**src/hw/cmmsp_pkg.sv**
```systemverilog
// shared constants, word layout and helpers for the cascade serial port
package cmmsp_pkg;
	localparam int          WORD_W     = 16;
	localparam int          N_CHAN     = 2;
	// control word layout
	localparam int          CTRL_BIT   = 15;
	localparam int          RDBK_BIT   = 14;
	localparam int          DADDR_LO   = 11;
	localparam int          RADDR_LO   = 8;
	// channel register indices
	localparam logic [2:0]  REG_A      = 3'h0;
	localparam logic [2:0]  REG_B      = 3'h1;
	localparam logic [2:0]  REG_C      = 3'h2;
	localparam logic [7:0]  REG_RESET  = 8'h00;
	// register A fields
	localparam int          A_PGM      = 0;
	localparam int          A_MIXED    = 1;
	localparam int          A_DCNT_LO  = 4;
	// register B fields
	localparam int          B_SCLK_LO  = 0;
	localparam int          B_SRATE_LO = 2;
	localparam int          B_MDIV_LO  = 4;
	// register C fields
	localparam int          C_PWR      = 0;
	// divider bases in internal master clock cycles
	localparam int          SMP_BASE   = 256;
	localparam int          SCLK_BASE  = 2;
	// host register offsets and reset values
	localparam logic [7:0]  H_CTRL     = 8'h00;
	localparam logic [7:0]  H_STATUS   = 8'h04;
	localparam logic [7:0]  H_TXDATA   = 8'h08;
	localparam logic [7:0]  H_RXDATA   = 8'h0C;
	localparam int          HC_LOOP    = 0;
	localparam int          HS_TXPEND  = 0;
	localparam int          HS_TXBUSY  = 1;
	localparam int          HS_RXVALID = 2;
	localparam int          HS_OVERRUN = 3;
	localparam logic [15:0] WORD_RESET = 16'h0000;

	typedef logic [WORD_W-1:0] cmmsp_word_t;

	// step the device address field down by one, wrapping 000 to 111
	function automatic cmmsp_word_t cmmsp_dec_addr(input cmmsp_word_t w);
		cmmsp_word_t r;
		r = w;
		r[DADDR_LO +: 3] = w[DADDR_LO +: 3] - 3'h1;
		return r;
	endfunction : cmmsp_dec_addr
endpackage : cmmsp_pkg

```
**src/hw/cmmsp_link_if.sv**
```systemverilog
// serial link between the host port and the two-channel cascade
interface cmmsp_link_if;
	logic sclk_tick;
	logic serial_in;
	logic in_frame_sync;
	logic serial_out;
	logic out_frame_sync;

	modport device (
		output sclk_tick,
		output serial_out,
		output out_frame_sync,
		input  serial_in,
		input  in_frame_sync
	);
	modport host (
		input  sclk_tick,
		input  serial_out,
		input  out_frame_sync,
		output serial_in,
		output in_frame_sync
	);
endinterface : cmmsp_link_if

```
**src/hw/cmmsp_device.sv**
```systemverilog
// device end: two cascaded channel serial ports with shared clock dividers

module cmmsp_device (
	input  wire logic                   pclk,
	input  wire logic                   presetn,
	cmmsp_link_if.device                link,
	input  wire logic [1:0][15:0]       adc_sample,
	output logic      [1:0][15:0]       dac_word,
	output logic      [1:0]             dac_strobe,
	output logic      [1:0]             analog_power
);
	localparam int N = cmmsp_pkg::N_CHAN;

	logic [2:0]   dm_cnt;
	logic [3:0]   sc_cnt;
	logic [10:0]  sm_cnt;
	logic         tick;
	logic         sample_evt;
	logic [7:0]   regb;
	logic [N-1:0] out_bit;
	logic [N-1:0] out_fs;

	// clocks follow channel 0, the first to receive host words; both hold equal values after a cascade write
	wire logic [2:0]   mdiv     = regb[cmmsp_pkg::B_MDIV_LO +: 3];
	wire logic [1:0]   sclk_sel = regb[cmmsp_pkg::B_SCLK_LO +: 2];
	wire logic [1:0]   srate    = regb[cmmsp_pkg::B_SRATE_LO +: 2];
	wire logic         dm_en    = (dm_cnt >= mdiv);
	wire logic [3:0]   sc_lim   = 4'((cmmsp_pkg::SCLK_BASE << sclk_sel) - 1);
	wire logic [10:0]  sm_lim   = 11'((cmmsp_pkg::SMP_BASE << srate) - 1);
	wire logic [N-1:0] chain_bit = {out_bit[N-2:0], link.serial_in};
	wire logic [N-1:0] chain_fs  = {out_fs[N-2:0], link.in_frame_sync};

	// dividers: internal master clock, serial tick, sample event
	always_ff @(posedge pclk or negedge presetn)
	begin
		if (!presetn)
		begin
			dm_cnt <= 3'h0;
			sc_cnt <= 4'h0;
			sm_cnt <= 11'h000;
			tick <= 1'b0;
			sample_evt <= 1'b0;
		end
		else
		begin
			dm_cnt <= dm_en ? 3'h0 : dm_cnt + 3'h1;
			tick <= dm_en && (sc_cnt >= sc_lim);
			sample_evt <= dm_en && (sm_cnt >= sm_lim);
			if (dm_en)
			begin
				sc_cnt <= (sc_cnt >= sc_lim) ? 4'h0 : sc_cnt + 4'h1;
				sm_cnt <= (sm_cnt >= sm_lim) ? 11'h000 : sm_cnt + 11'h001;
			end
		end
	end

	assign link.sclk_tick = tick;
	assign link.serial_out = out_bit[N-1];
	assign link.out_frame_sync = out_fs[N-1];

	for (genvar c = 0; c < N; c++)
	begin : g_chan
		logic [15:0] tx_sr;
		logic [3:0]  tx_cnt;
		logic [15:0] rx_sr;
		logic [3:0]  rx_cnt;
		logic [2:0]  fs_cnt;
		logic        pend;
		logic        ob;
		logic        ofs;
		logic [15:0] dac_q;
		logic        upd;
		logic [7:0]  regs [8];

		wire logic [15:0] rw      = {rx_sr[14:0], chain_bit[c]};
		wire logic        rx_done = tick && (rx_cnt == 4'hF);
		wire logic [7:0]  rega    = regs[cmmsp_pkg::REG_A];
		wire logic        pgm     = rega[cmmsp_pkg::A_PGM];
		wire logic        mixed   = rega[cmmsp_pkg::A_MIXED];
		// msb one is control outside program mode or in mixed mode; in mixed mode only msb zero is data
		wire logic        is_ctrl = rw[cmmsp_pkg::CTRL_BIT] && (!pgm || mixed);
		wire logic        is_dac  = pgm && (!mixed || !rw[cmmsp_pkg::CTRL_BIT]);
		wire logic        here    = is_ctrl && (rw[cmmsp_pkg::DADDR_LO +: 3] == 3'h0);
		wire logic        rdbk    = here && rw[cmmsp_pkg::RDBK_BIT];
		wire logic        wr      = here && !rw[cmmsp_pkg::RDBK_BIT];
		wire logic        hit     = is_dac && (fs_cnt == rega[cmmsp_pkg::A_DCNT_LO +: 3]);
		wire logic [2:0]  raddr   = rw[cmmsp_pkg::RADDR_LO +: 3];
		wire logic [15:0] rb_word = {2'b11, 3'h0, raddr, regs[raddr]};
		// everything not consumed here goes downstream
		wire logic        send    = rx_done && !wr && !hit;
		wire logic [15:0] fwd     = rdbk    ? cmmsp_pkg::cmmsp_dec_addr(rb_word)
		                          : is_ctrl ? cmmsp_pkg::cmmsp_dec_addr(rw)
		                          : rw;
		wire logic        tx_idle = (tx_cnt == 4'h0);
		wire logic        start_smp = tick && !send && pend && tx_idle;
		wire logic        start   = (tick && send) || start_smp;
		wire logic [15:0] tx_word = send ? fwd : adc_sample[c];

		// receive shifter, word framed by the incoming frame sync
		always_ff @(posedge pclk or negedge presetn)
		begin
			if (!presetn)
			begin
				rx_sr <= cmmsp_pkg::WORD_RESET;
				rx_cnt <= 4'h0;
			end
			else if (tick)
			begin
				if (rx_cnt != 4'h0 || chain_fs[c])
				begin
					rx_sr <= {rx_sr[14:0], chain_bit[c]};
					rx_cnt <= rx_cnt + 4'h1;
				end
			end
		end

		// transmit shifter; a forward preempts a late sample word, which waits
		always_ff @(posedge pclk or negedge presetn)
		begin
			if (!presetn)
			begin
				tx_sr <= cmmsp_pkg::WORD_RESET;
				tx_cnt <= 4'h0;
				ob <= 1'b0;
				ofs <= 1'b0;
				pend <= 1'b0;
			end
			else
			begin
				pend <= sample_evt || (pend && !start_smp);
				if (start)
				begin
					ob <= tx_word[15];
					ofs <= 1'b1;
					tx_sr <= {tx_word[14:0], 1'b0};
					tx_cnt <= 4'hF;
				end
				else if (tick)
				begin
					ofs <= 1'b0;
					if (!tx_idle)
					begin
						ob <= tx_sr[15];
						tx_sr <= {tx_sr[14:0], 1'b0};
						tx_cnt <= tx_cnt - 4'h1;
					end
				end
			end
		end

		// register writes and DAC update counting
		always_ff @(posedge pclk or negedge presetn)
		begin
			if (!presetn)
			begin
				for (int i = 0; i < 8; i++)
					regs[i] <= cmmsp_pkg::REG_RESET;
				fs_cnt <= 3'h0;
				dac_q <= cmmsp_pkg::WORD_RESET;
				upd <= 1'b0;
			end
			else
			begin
				upd <= 1'b0;
				if (rx_done && wr)
					regs[raddr] <= rw[7:0];
				if (rx_done && is_dac)
				begin
					if (hit)
					begin
						dac_q <= rw;
						upd <= 1'b1;
						fs_cnt <= 3'h0;
					end
					else
						fs_cnt <= fs_cnt + 3'h1;
				end
			end
		end

		assign out_bit[c] = ob;
		assign out_fs[c] = ofs;
		assign dac_word[c] = dac_q;
		assign dac_strobe[c] = upd;
		assign analog_power[c] = regs[cmmsp_pkg::REG_C][cmmsp_pkg::C_PWR];
		if (c == 0)
		begin : g_clk_src
			assign regb = regs[cmmsp_pkg::REG_B];
		end
	end
endmodule : cmmsp_device

```
**src/flat_wrapper.sv**
```systemverilog
// flat-port wrapper written by rule: the top's interface ports become plain ports
module cmmsp_device_flat 
  (pclk, presetn, adc_sample, dac_word, dac_strobe, analog_power, link_sclk_tick, link_serial_out, link_out_frame_sync, link_serial_in, link_in_frame_sync);
  cmmsp_link_if link_i ();
  input  wire logic pclk;
  input  wire logic presetn;
  input  wire logic [1:0][15:0] adc_sample;
  output logic      [1:0][15:0] dac_word;
  output logic      [1:0] dac_strobe;
  output logic      [1:0] analog_power;
  output wire logic [$bits(link_i.sclk_tick)-1:0] link_sclk_tick;
  output wire logic [$bits(link_i.serial_out)-1:0] link_serial_out;
  output wire logic [$bits(link_i.out_frame_sync)-1:0] link_out_frame_sync;
  input wire logic [$bits(link_i.serial_in)-1:0] link_serial_in;
  input wire logic [$bits(link_i.in_frame_sync)-1:0] link_in_frame_sync;
  assign link_sclk_tick = link_i.sclk_tick;
  assign link_serial_out = link_i.serial_out;
  assign link_out_frame_sync = link_i.out_frame_sync;
  assign link_i.serial_in = link_serial_in;
  assign link_i.in_frame_sync = link_in_frame_sync;
  cmmsp_device u_core (.pclk(pclk), .presetn(presetn), .link(link_i), .adc_sample(adc_sample), .dac_word(dac_word), .dac_strobe(dac_strobe), .analog_power(analog_power));
endmodule
```
**config.mk**
```make
export PLATFORM = sky130hd
export DESIGN_NAME = cmmsp_device_flat
export DESIGN_NICKNAME = d
export VERILOG_FILES = /design/src/hw/cmmsp_pkg.sv /design/src/hw/cmmsp_link_if.sv /design/src/hw/cmmsp_device.sv /design/src/flat_wrapper.sv
export SDC_FILE = /design/constraint.sdc
export NUM_CORES = 1
export LEC_CHECK = 0
export BUFFER_PORTS_ARGS = -buffer_cell sky130_fd_sc_hd__buf_2
export CORE_UTILIZATION = 55
export CTS_BUF_LIST = sky130_fd_sc_hd__clkbuf_2 sky130_fd_sc_hd__clkbuf_4 sky130_fd_sc_hd__clkbuf_8
export DETAILED_ROUTE_END_ITERATION = 8
export GPL_ROUTABILITY_DRIVEN = 0
export PLACE_DENSITY = 0.78
export SLEW_MARGIN = 20
export SYNTH_ARGS = -nofsm -noshare
export SYNTH_HDL_FRONTEND = slang
export SYNTH_SLANG_ARGS = --single-unit
```
**constraint.sdc**
```tcl
create_clock -name pclk -period 2.3 [get_ports pclk]
set_input_delay 0.345 -clock pclk [delete_from_list [all_inputs] [get_ports pclk]]
set_output_delay 0.345 -clock pclk [all_outputs]
set_load 0.02 [all_outputs]
```
; ---- Word level (Yosys, flattened, before mapping)
; Cells that the tools add are included.
[totals]
regBits = 272
output_inout_bits = 39
wordCells = 195
[op_classes]
addsub = 13
magnitude_cmp = 7
n_eq_ne = 6
shift = 2
mux = 48
bitwise_logic = 2
n_reduce_logical = 76
[ops]
columns = cell, count
row1 = $mux 16, 10
row2 = $bwmux 64, 2
row3 = $bmux 8 s3, 2
row4 = $demux 8 s3, 2
row5 = $mux 8, 6
row6 = $logic_and 1x1->1, 36
row7 = $mux 14, 2
row8 = $mux 4, 7
row9 = $logic_not 1->1, 16
row10 = $mux 1, 13
row11 = $add 4x1->4 const B, 3
row12 = $reduce_and 2->1, 6
row13 = $add 11x1->11 const B, 1
row14 = $ge 11x11->1, 1
row15 = $mux 11, 1
row16 = $shl 9x2->11 const A, 1
row17 = $sub 11x2->11 const B, 1
row18 = $logic_or 1x1->1, 10
row19 = $add 3x1->3 const B, 3
row20 = $mux 3, 3
row21 = $eq 4x4->1 const B, 2
row22 = $ge 4x4->1 const B, 2
row23 = $logic_not 4->1, 2
row24 = $lt 4x1->1 const B, 2
row25 = 12 further kinds, 20

; ---- Depth between registers and ports, before layout
[depth]
depth_word = 15
mapped_depth = 9
depth_no_buf = 7

; ---- Worst setup path after synthesis
; Ideal clock, no wire load.
[synth_timing]
path_kind = register -> register
startpoint = register u_core.g_chan[1].rx_sr[10]
endpoint = register u_core.g_chan[1].regs (netlist bit u_core.analog_power[1])
arrival_ns = 2.241
slack_ns = -0.065
path_stages_with_launch = 9
cell_sequence = dfrtp_1 > inv_1 > ha_1 > nor2b_1 > nand3_1 > or4_1 > buf_2 > nor3b_4 > mux2_2
[synth_between]
elab_chain_len = 4
[synth_rtl]
columns = item, line_no
row1 = from (decl), cmmsp_device.sv:65  ; logic [15:0] rx_sr;
row2 = from (signal assigned), cmmsp_device.sv:104  ; rx_sr <= cmmsp_pkg::WORD_RESET;
row3 = from (signal assigned), cmmsp_device.sv:111  ; rx_sr <= {rx_sr[14:0], chain_bit[c]};
row4 = $logic_not 3->1, cmmsp_device.sv:83  ; wire logic here = is_ctrl && (rw[cmmsp_pkg::DADDR_LO +: 3] == 3'h0);
row5 = $logic_and 1x1->1, cmmsp_device.sv:83
row6 = $logic_and 1x1->1, cmmsp_device.sv:85  ; wire logic wr = here && !rw[cmmsp_pkg::RDBK_BIT];
row7 = $logic_and 1x1->1, cmmsp_device.sv:165  ; if (rx_done && wr)
row8 = "to (signal, indexed assignment)", cmmsp_device.sv:157  ; regs[i] <= cmmsp_pkg::REG_RESET;
row9 = "to (signal, indexed assignment)", cmmsp_device.sv:166  ; regs[raddr] <= rw[7:0];
row10 = to (decl), cmmsp_device.sv:73  ; logic [7:0] regs [8];
; No other way between the ends.
; A chain may end at the register's enable or synchronous reset.

; ---- Worst setup path after layout
[layout_timing]
startpoint = register u_core.g_chan[1].rx_sr[10]
endpoint = register u_core.g_chan[1].regs[31] (netlist bit)
; Same word-level chain as after synthesis.

==> flow_metrics.env <==
export IMPL_status="finished clean"
export IMPL_worstSetupStartpoint="u_core.g_chan[1].rx_sr[10]"
export IMPL_clock_latency_ns=0.57
export IMPL_vdd_ir_drop_max_v=0.0009001
export IMPL_ant_nets=0
export IMPL_slowest_stage="or4_4"
export IMPL_fp_dieArea_sq_um=24050
export IMPL_dp_cells=1440
export IMPL_die_h_um=155.1
export IMPL_yosysTopAreaCellShare=0.5241
export IMPL_tightest_slew_ns=0.7823
export IMPL_synth_area_leaders="dfrtp_1, mux2_2, mux4_2, mux2i_1, ha_1"
export IMPL_core_area_sq_um=22780
export IMPL_p_comb_frac=0.297
export IMPL_crit_buf_inv=2
export IMPL_syn_instance_count=1044
export IMPL_numCtsBuffers=45
export IMPL_crit_chain="inv_2 > ha_2 > nor2b_4 > nand3_2 > or4_4 > nor3b_4 > buf_6 > mux2_2"
export IMPL_switching_share=0.3474
export IMPL_hp_start="adc_sample[16]"
export IMPL_cp_arrival_ns=2.73
export IMPL_hold_class="input port to register"
export IMPL_p_sw_w=0.005436
export IMPL_pwr_share_clk=0.274
export IMPL_drt_wirelength_per_cell_um=19.97
export IMPL_ys_ff_latch=270
export IMPL_rr_worst_depth=8
export IMPL_fill_cells=1656
export IMPL_vias=8916
export IMPL_overflow=0
export IMPL_grt_pass1_vias=9096
export IMPL_p_leak_nw=7.309
export IMPL_slew_viol_final=0
export IMPL_ios=75
export IMPL_io_buffers=74
export IMPL_antenna_found_initial=0
export IMPL_cp_end_kind="register"
export IMPL_regArea_sq_um=6758
export IMPL_h_tree_depth=2
export IMPL_setup_violations=0
export IMPL_grt_pass1_wl_um=49380
export IMPL_clock_sinks=270
export IMPL_seq_area_frac_synth=0.5241
export IMPL_cellPowerDensity_nw_per_um2=1031
export IMPL_diodes=0
export IMPL_first_pass_iters=5
export IMPL_grt_start_max_net_pins=71
export IMPL_dp_hpwl_um=20490
export IMPL_synth_fp_nets=1104
export IMPL_rsz0062_at_grt="yes"
export IMPL_path_class="register to register"
export IMPL_cpLargestDelayFamily="simple AND/OR/NAND/NOR gates"
export IMPL_layout_drive_gt1_share=0.3974
export IMPL_wirelength_um=30380
export IMPL_die_x_um=155.1
export IMPL_p_seq_frac=0.429
export IMPL_period_minus_slack_ns=2.283
export IMPL_ys_warn_count=0
export IMPL_syn_area_per_cell_sq_um=12.35
export IMPL_final_common_cell="dfrtp_1"
export IMPL_max_slew_margin_rel=0.4785
export IMPL_worstHoldPathCells=3
export IMPL_critPathMaxStageDelay_ns=0.50
export IMPL_finalSetupTns_ns=0
export IMPL_worstSetupStartpointType="register"
export IMPL_most_common_layout_cells="dfrtp_1, mux2_2, nand2_1, buf_2, buf_4"
export IMPL_async_flop_share=1.000
export IMPL_power_total_w=0.01565
export IMPL_post_route_util=0.6662
export IMPL_cts_tree="yes"
export IMPL_start_util=0.5659
export IMPL_yosys_area_top_type="dfrtp_1"
export IMPL_r2r_start="u_core.g_chan[1].rx_sr[10]"
export IMPL_crit_fanout=6
export IMPL_nets=1239
export IMPL_cp_required_ns=2.74
export IMPL_synthFlopType="dfrtp_1"
export IMPL_cts_buffer_depth=3
export IMPL_cts_root_buf="clkbuf_8"
export IMPL_p_int_w=0.01021
export IMPL_area_growth_pct=17.71
export IMPL_synth_edf_count=0
export IMPL_grt_total_usage=0.2632
export IMPL_post_synth_num_cell_types=62
export IMPL_finalCritPeriodShare=0.9928
export IMPL_clk_pin_slew_ns=0.06
export IMPL_drcViolationCount=0
export IMPL_multi_input_area_sq_um=5816
export IMPL_drv_cap=0
export IMPL_hold_violations=0
export IMPL_synth_area_sq_um=12890
export IMPL_path_depth=8
export IMPL_max_freq_mhz=438.0
export IMPL_via_per_inst=5.862
export IMPL_num_rows=55
export IMPL_finClkSkew_ns=0.02669
export IMPL_stdcell_count=1521
export IMPL_first_iter_violations=563
-- cell usage after synthesis, types with 3 or more instances --
library cell and instances:
o21ai_0 42, nand3b_1 4, a211oi_1 18, and2_1 7, a22o_1 9, a21oi_1 30
a21o_1 10, ha_1 24, nor2b_1 11, nand2b_1 8, nor3b_1 3, clkbuf_1 51
or4_1 3, nand2_1 78, a31oi_1 10, a22oi_1 7, nor3b_4 4, xnor2_1 15
buf_1 4, nor2_1 27, o311ai_0 7, or2_2 7, mux4_2 22, nand3_1 23
nand4_1 10, mux2_1 3, inv_1 27, buf_4 5, o31ai_1 6, o22ai_1 14
nor3_1 7, dfrtp_1 270, mux2i_1 38, mux2_2 187, and3_1 4, buf_2 10
-- final cells by class --
| type | instances | area share |
|---|---|---|
| clock inverters | 9 | 0.005277 |
| multi-input cells | 677 | 0.3832 |
| well taps | 313 | 0.02581 |
| repair buffers | 158 | 0.07907 |
| flip-flops and latches | 270 | 0.4453 |
| clock buffers | 67 | 0.05458 |
| inverters | 27 | 0.006679 |
-- worst register-to-register path, delay by kind of cell (launching register included) --
| kind | cells | cell delay (ns) |
|---|---|---|
| buf+inv | 2 | 0.26 |
| simple gates | 4 | 1.03 |
| mux | 1 | 0.33 |
| fa+ha+maj | 1 | 0.15 |
| flops | 1 | 0.39 |
-- what timing repair did --
action                                  in CTS  in global routing
hold buffers                                 1                  0
pin swaps                                    1                  4
endpoints found under the hold margin       56                  0
endpoints found under the setup margin      32                 73
resized for setup                            6                 19
buffers inserted                             0                  5
-- power groups by stage --
stage	clock network, W	logic, W	registers (W)
floorplan	0	0.00324	0.00625
global placement	0	0.00438	0.00669
detailed placement	0	0.00452	0.00673
CTS	0.00437	0.00456	0.00667
global route	0.00459	0.00508	0.00684
finish	0.00429	0.00465	0.00671
-- sequential cells by signal (all words and copies together) (netlist names), 11 cells and up --
name and count:
u_core.g_chan.dac_q 32, u_core.g_chan.tx_sr 30, u_core.g_chan.rega 16, u_core.sm_cnt 11
u_core.g_chan.regs 102, u_core.g_chan.rx_sr 30
-- final timing paths --
| kind | slack [ns] | to |
|---|---|---|
| hold / removal | 0.09 | u_core.g_chan[1].tx_sr[1] |
| setup / recovery | 0.02 | u_core.g_chan[1].regs[31] |
| min in group asynchronous | 0.31 | u_core.g_chan[0].tx_sr[7] |
| setup reg to reg | 0.02 | u_core.g_chan[1].regs[31] |
| max in group asynchronous | 1.19 | u_core.g_chan[0].rx_sr[7] |
| hold reg to reg | 0.46 | u_core.dm_cnt[0] |
-- logic make-up after synthesis --
family,Yosys count,synth area share
flip-flops,270,0.5241
multiplexers,250,0.2339
AND/OR/NAND/NOR,212,0.08852
AO/OA/AOI/OAI,174,0.08793
buffers and inverters,97,0.03067
adder cells (fa/ha/maj),24,0.02329
XOR/XNOR,17,0.01155
-- through the flow --
| step | hold WS, ns | cell area, sq um | worst slack (ns) |
|---|---|---|---|
| after floorplan | 0.04941 | 12900 | 0.005650 |
| after global placement | 0.3233 | 14140 | 0.01138 |
| after detailed placement | 0.3231 | 14140 | -0.06131 |
| after CTS | 0.07006 | 15080 | 0.003302 |
| after global routing | 0.1005 | 15170 | -0.08171 |
| final | 0.08635 | 15170 | 0.01664 |
-- routing by layer --
metal / up-vias / share of wire / global-route usage
met5: - / 0 / 0
met4: 0 / 0.020 / 0.08392
met3: 48 / 0.055 / 0.04875
met2: 248 / 0.48 / 0.4114
met1: 4532 / 0.45 / 0.3744
li1: 4088 / - / -
(Power assumes the default switching activity.)
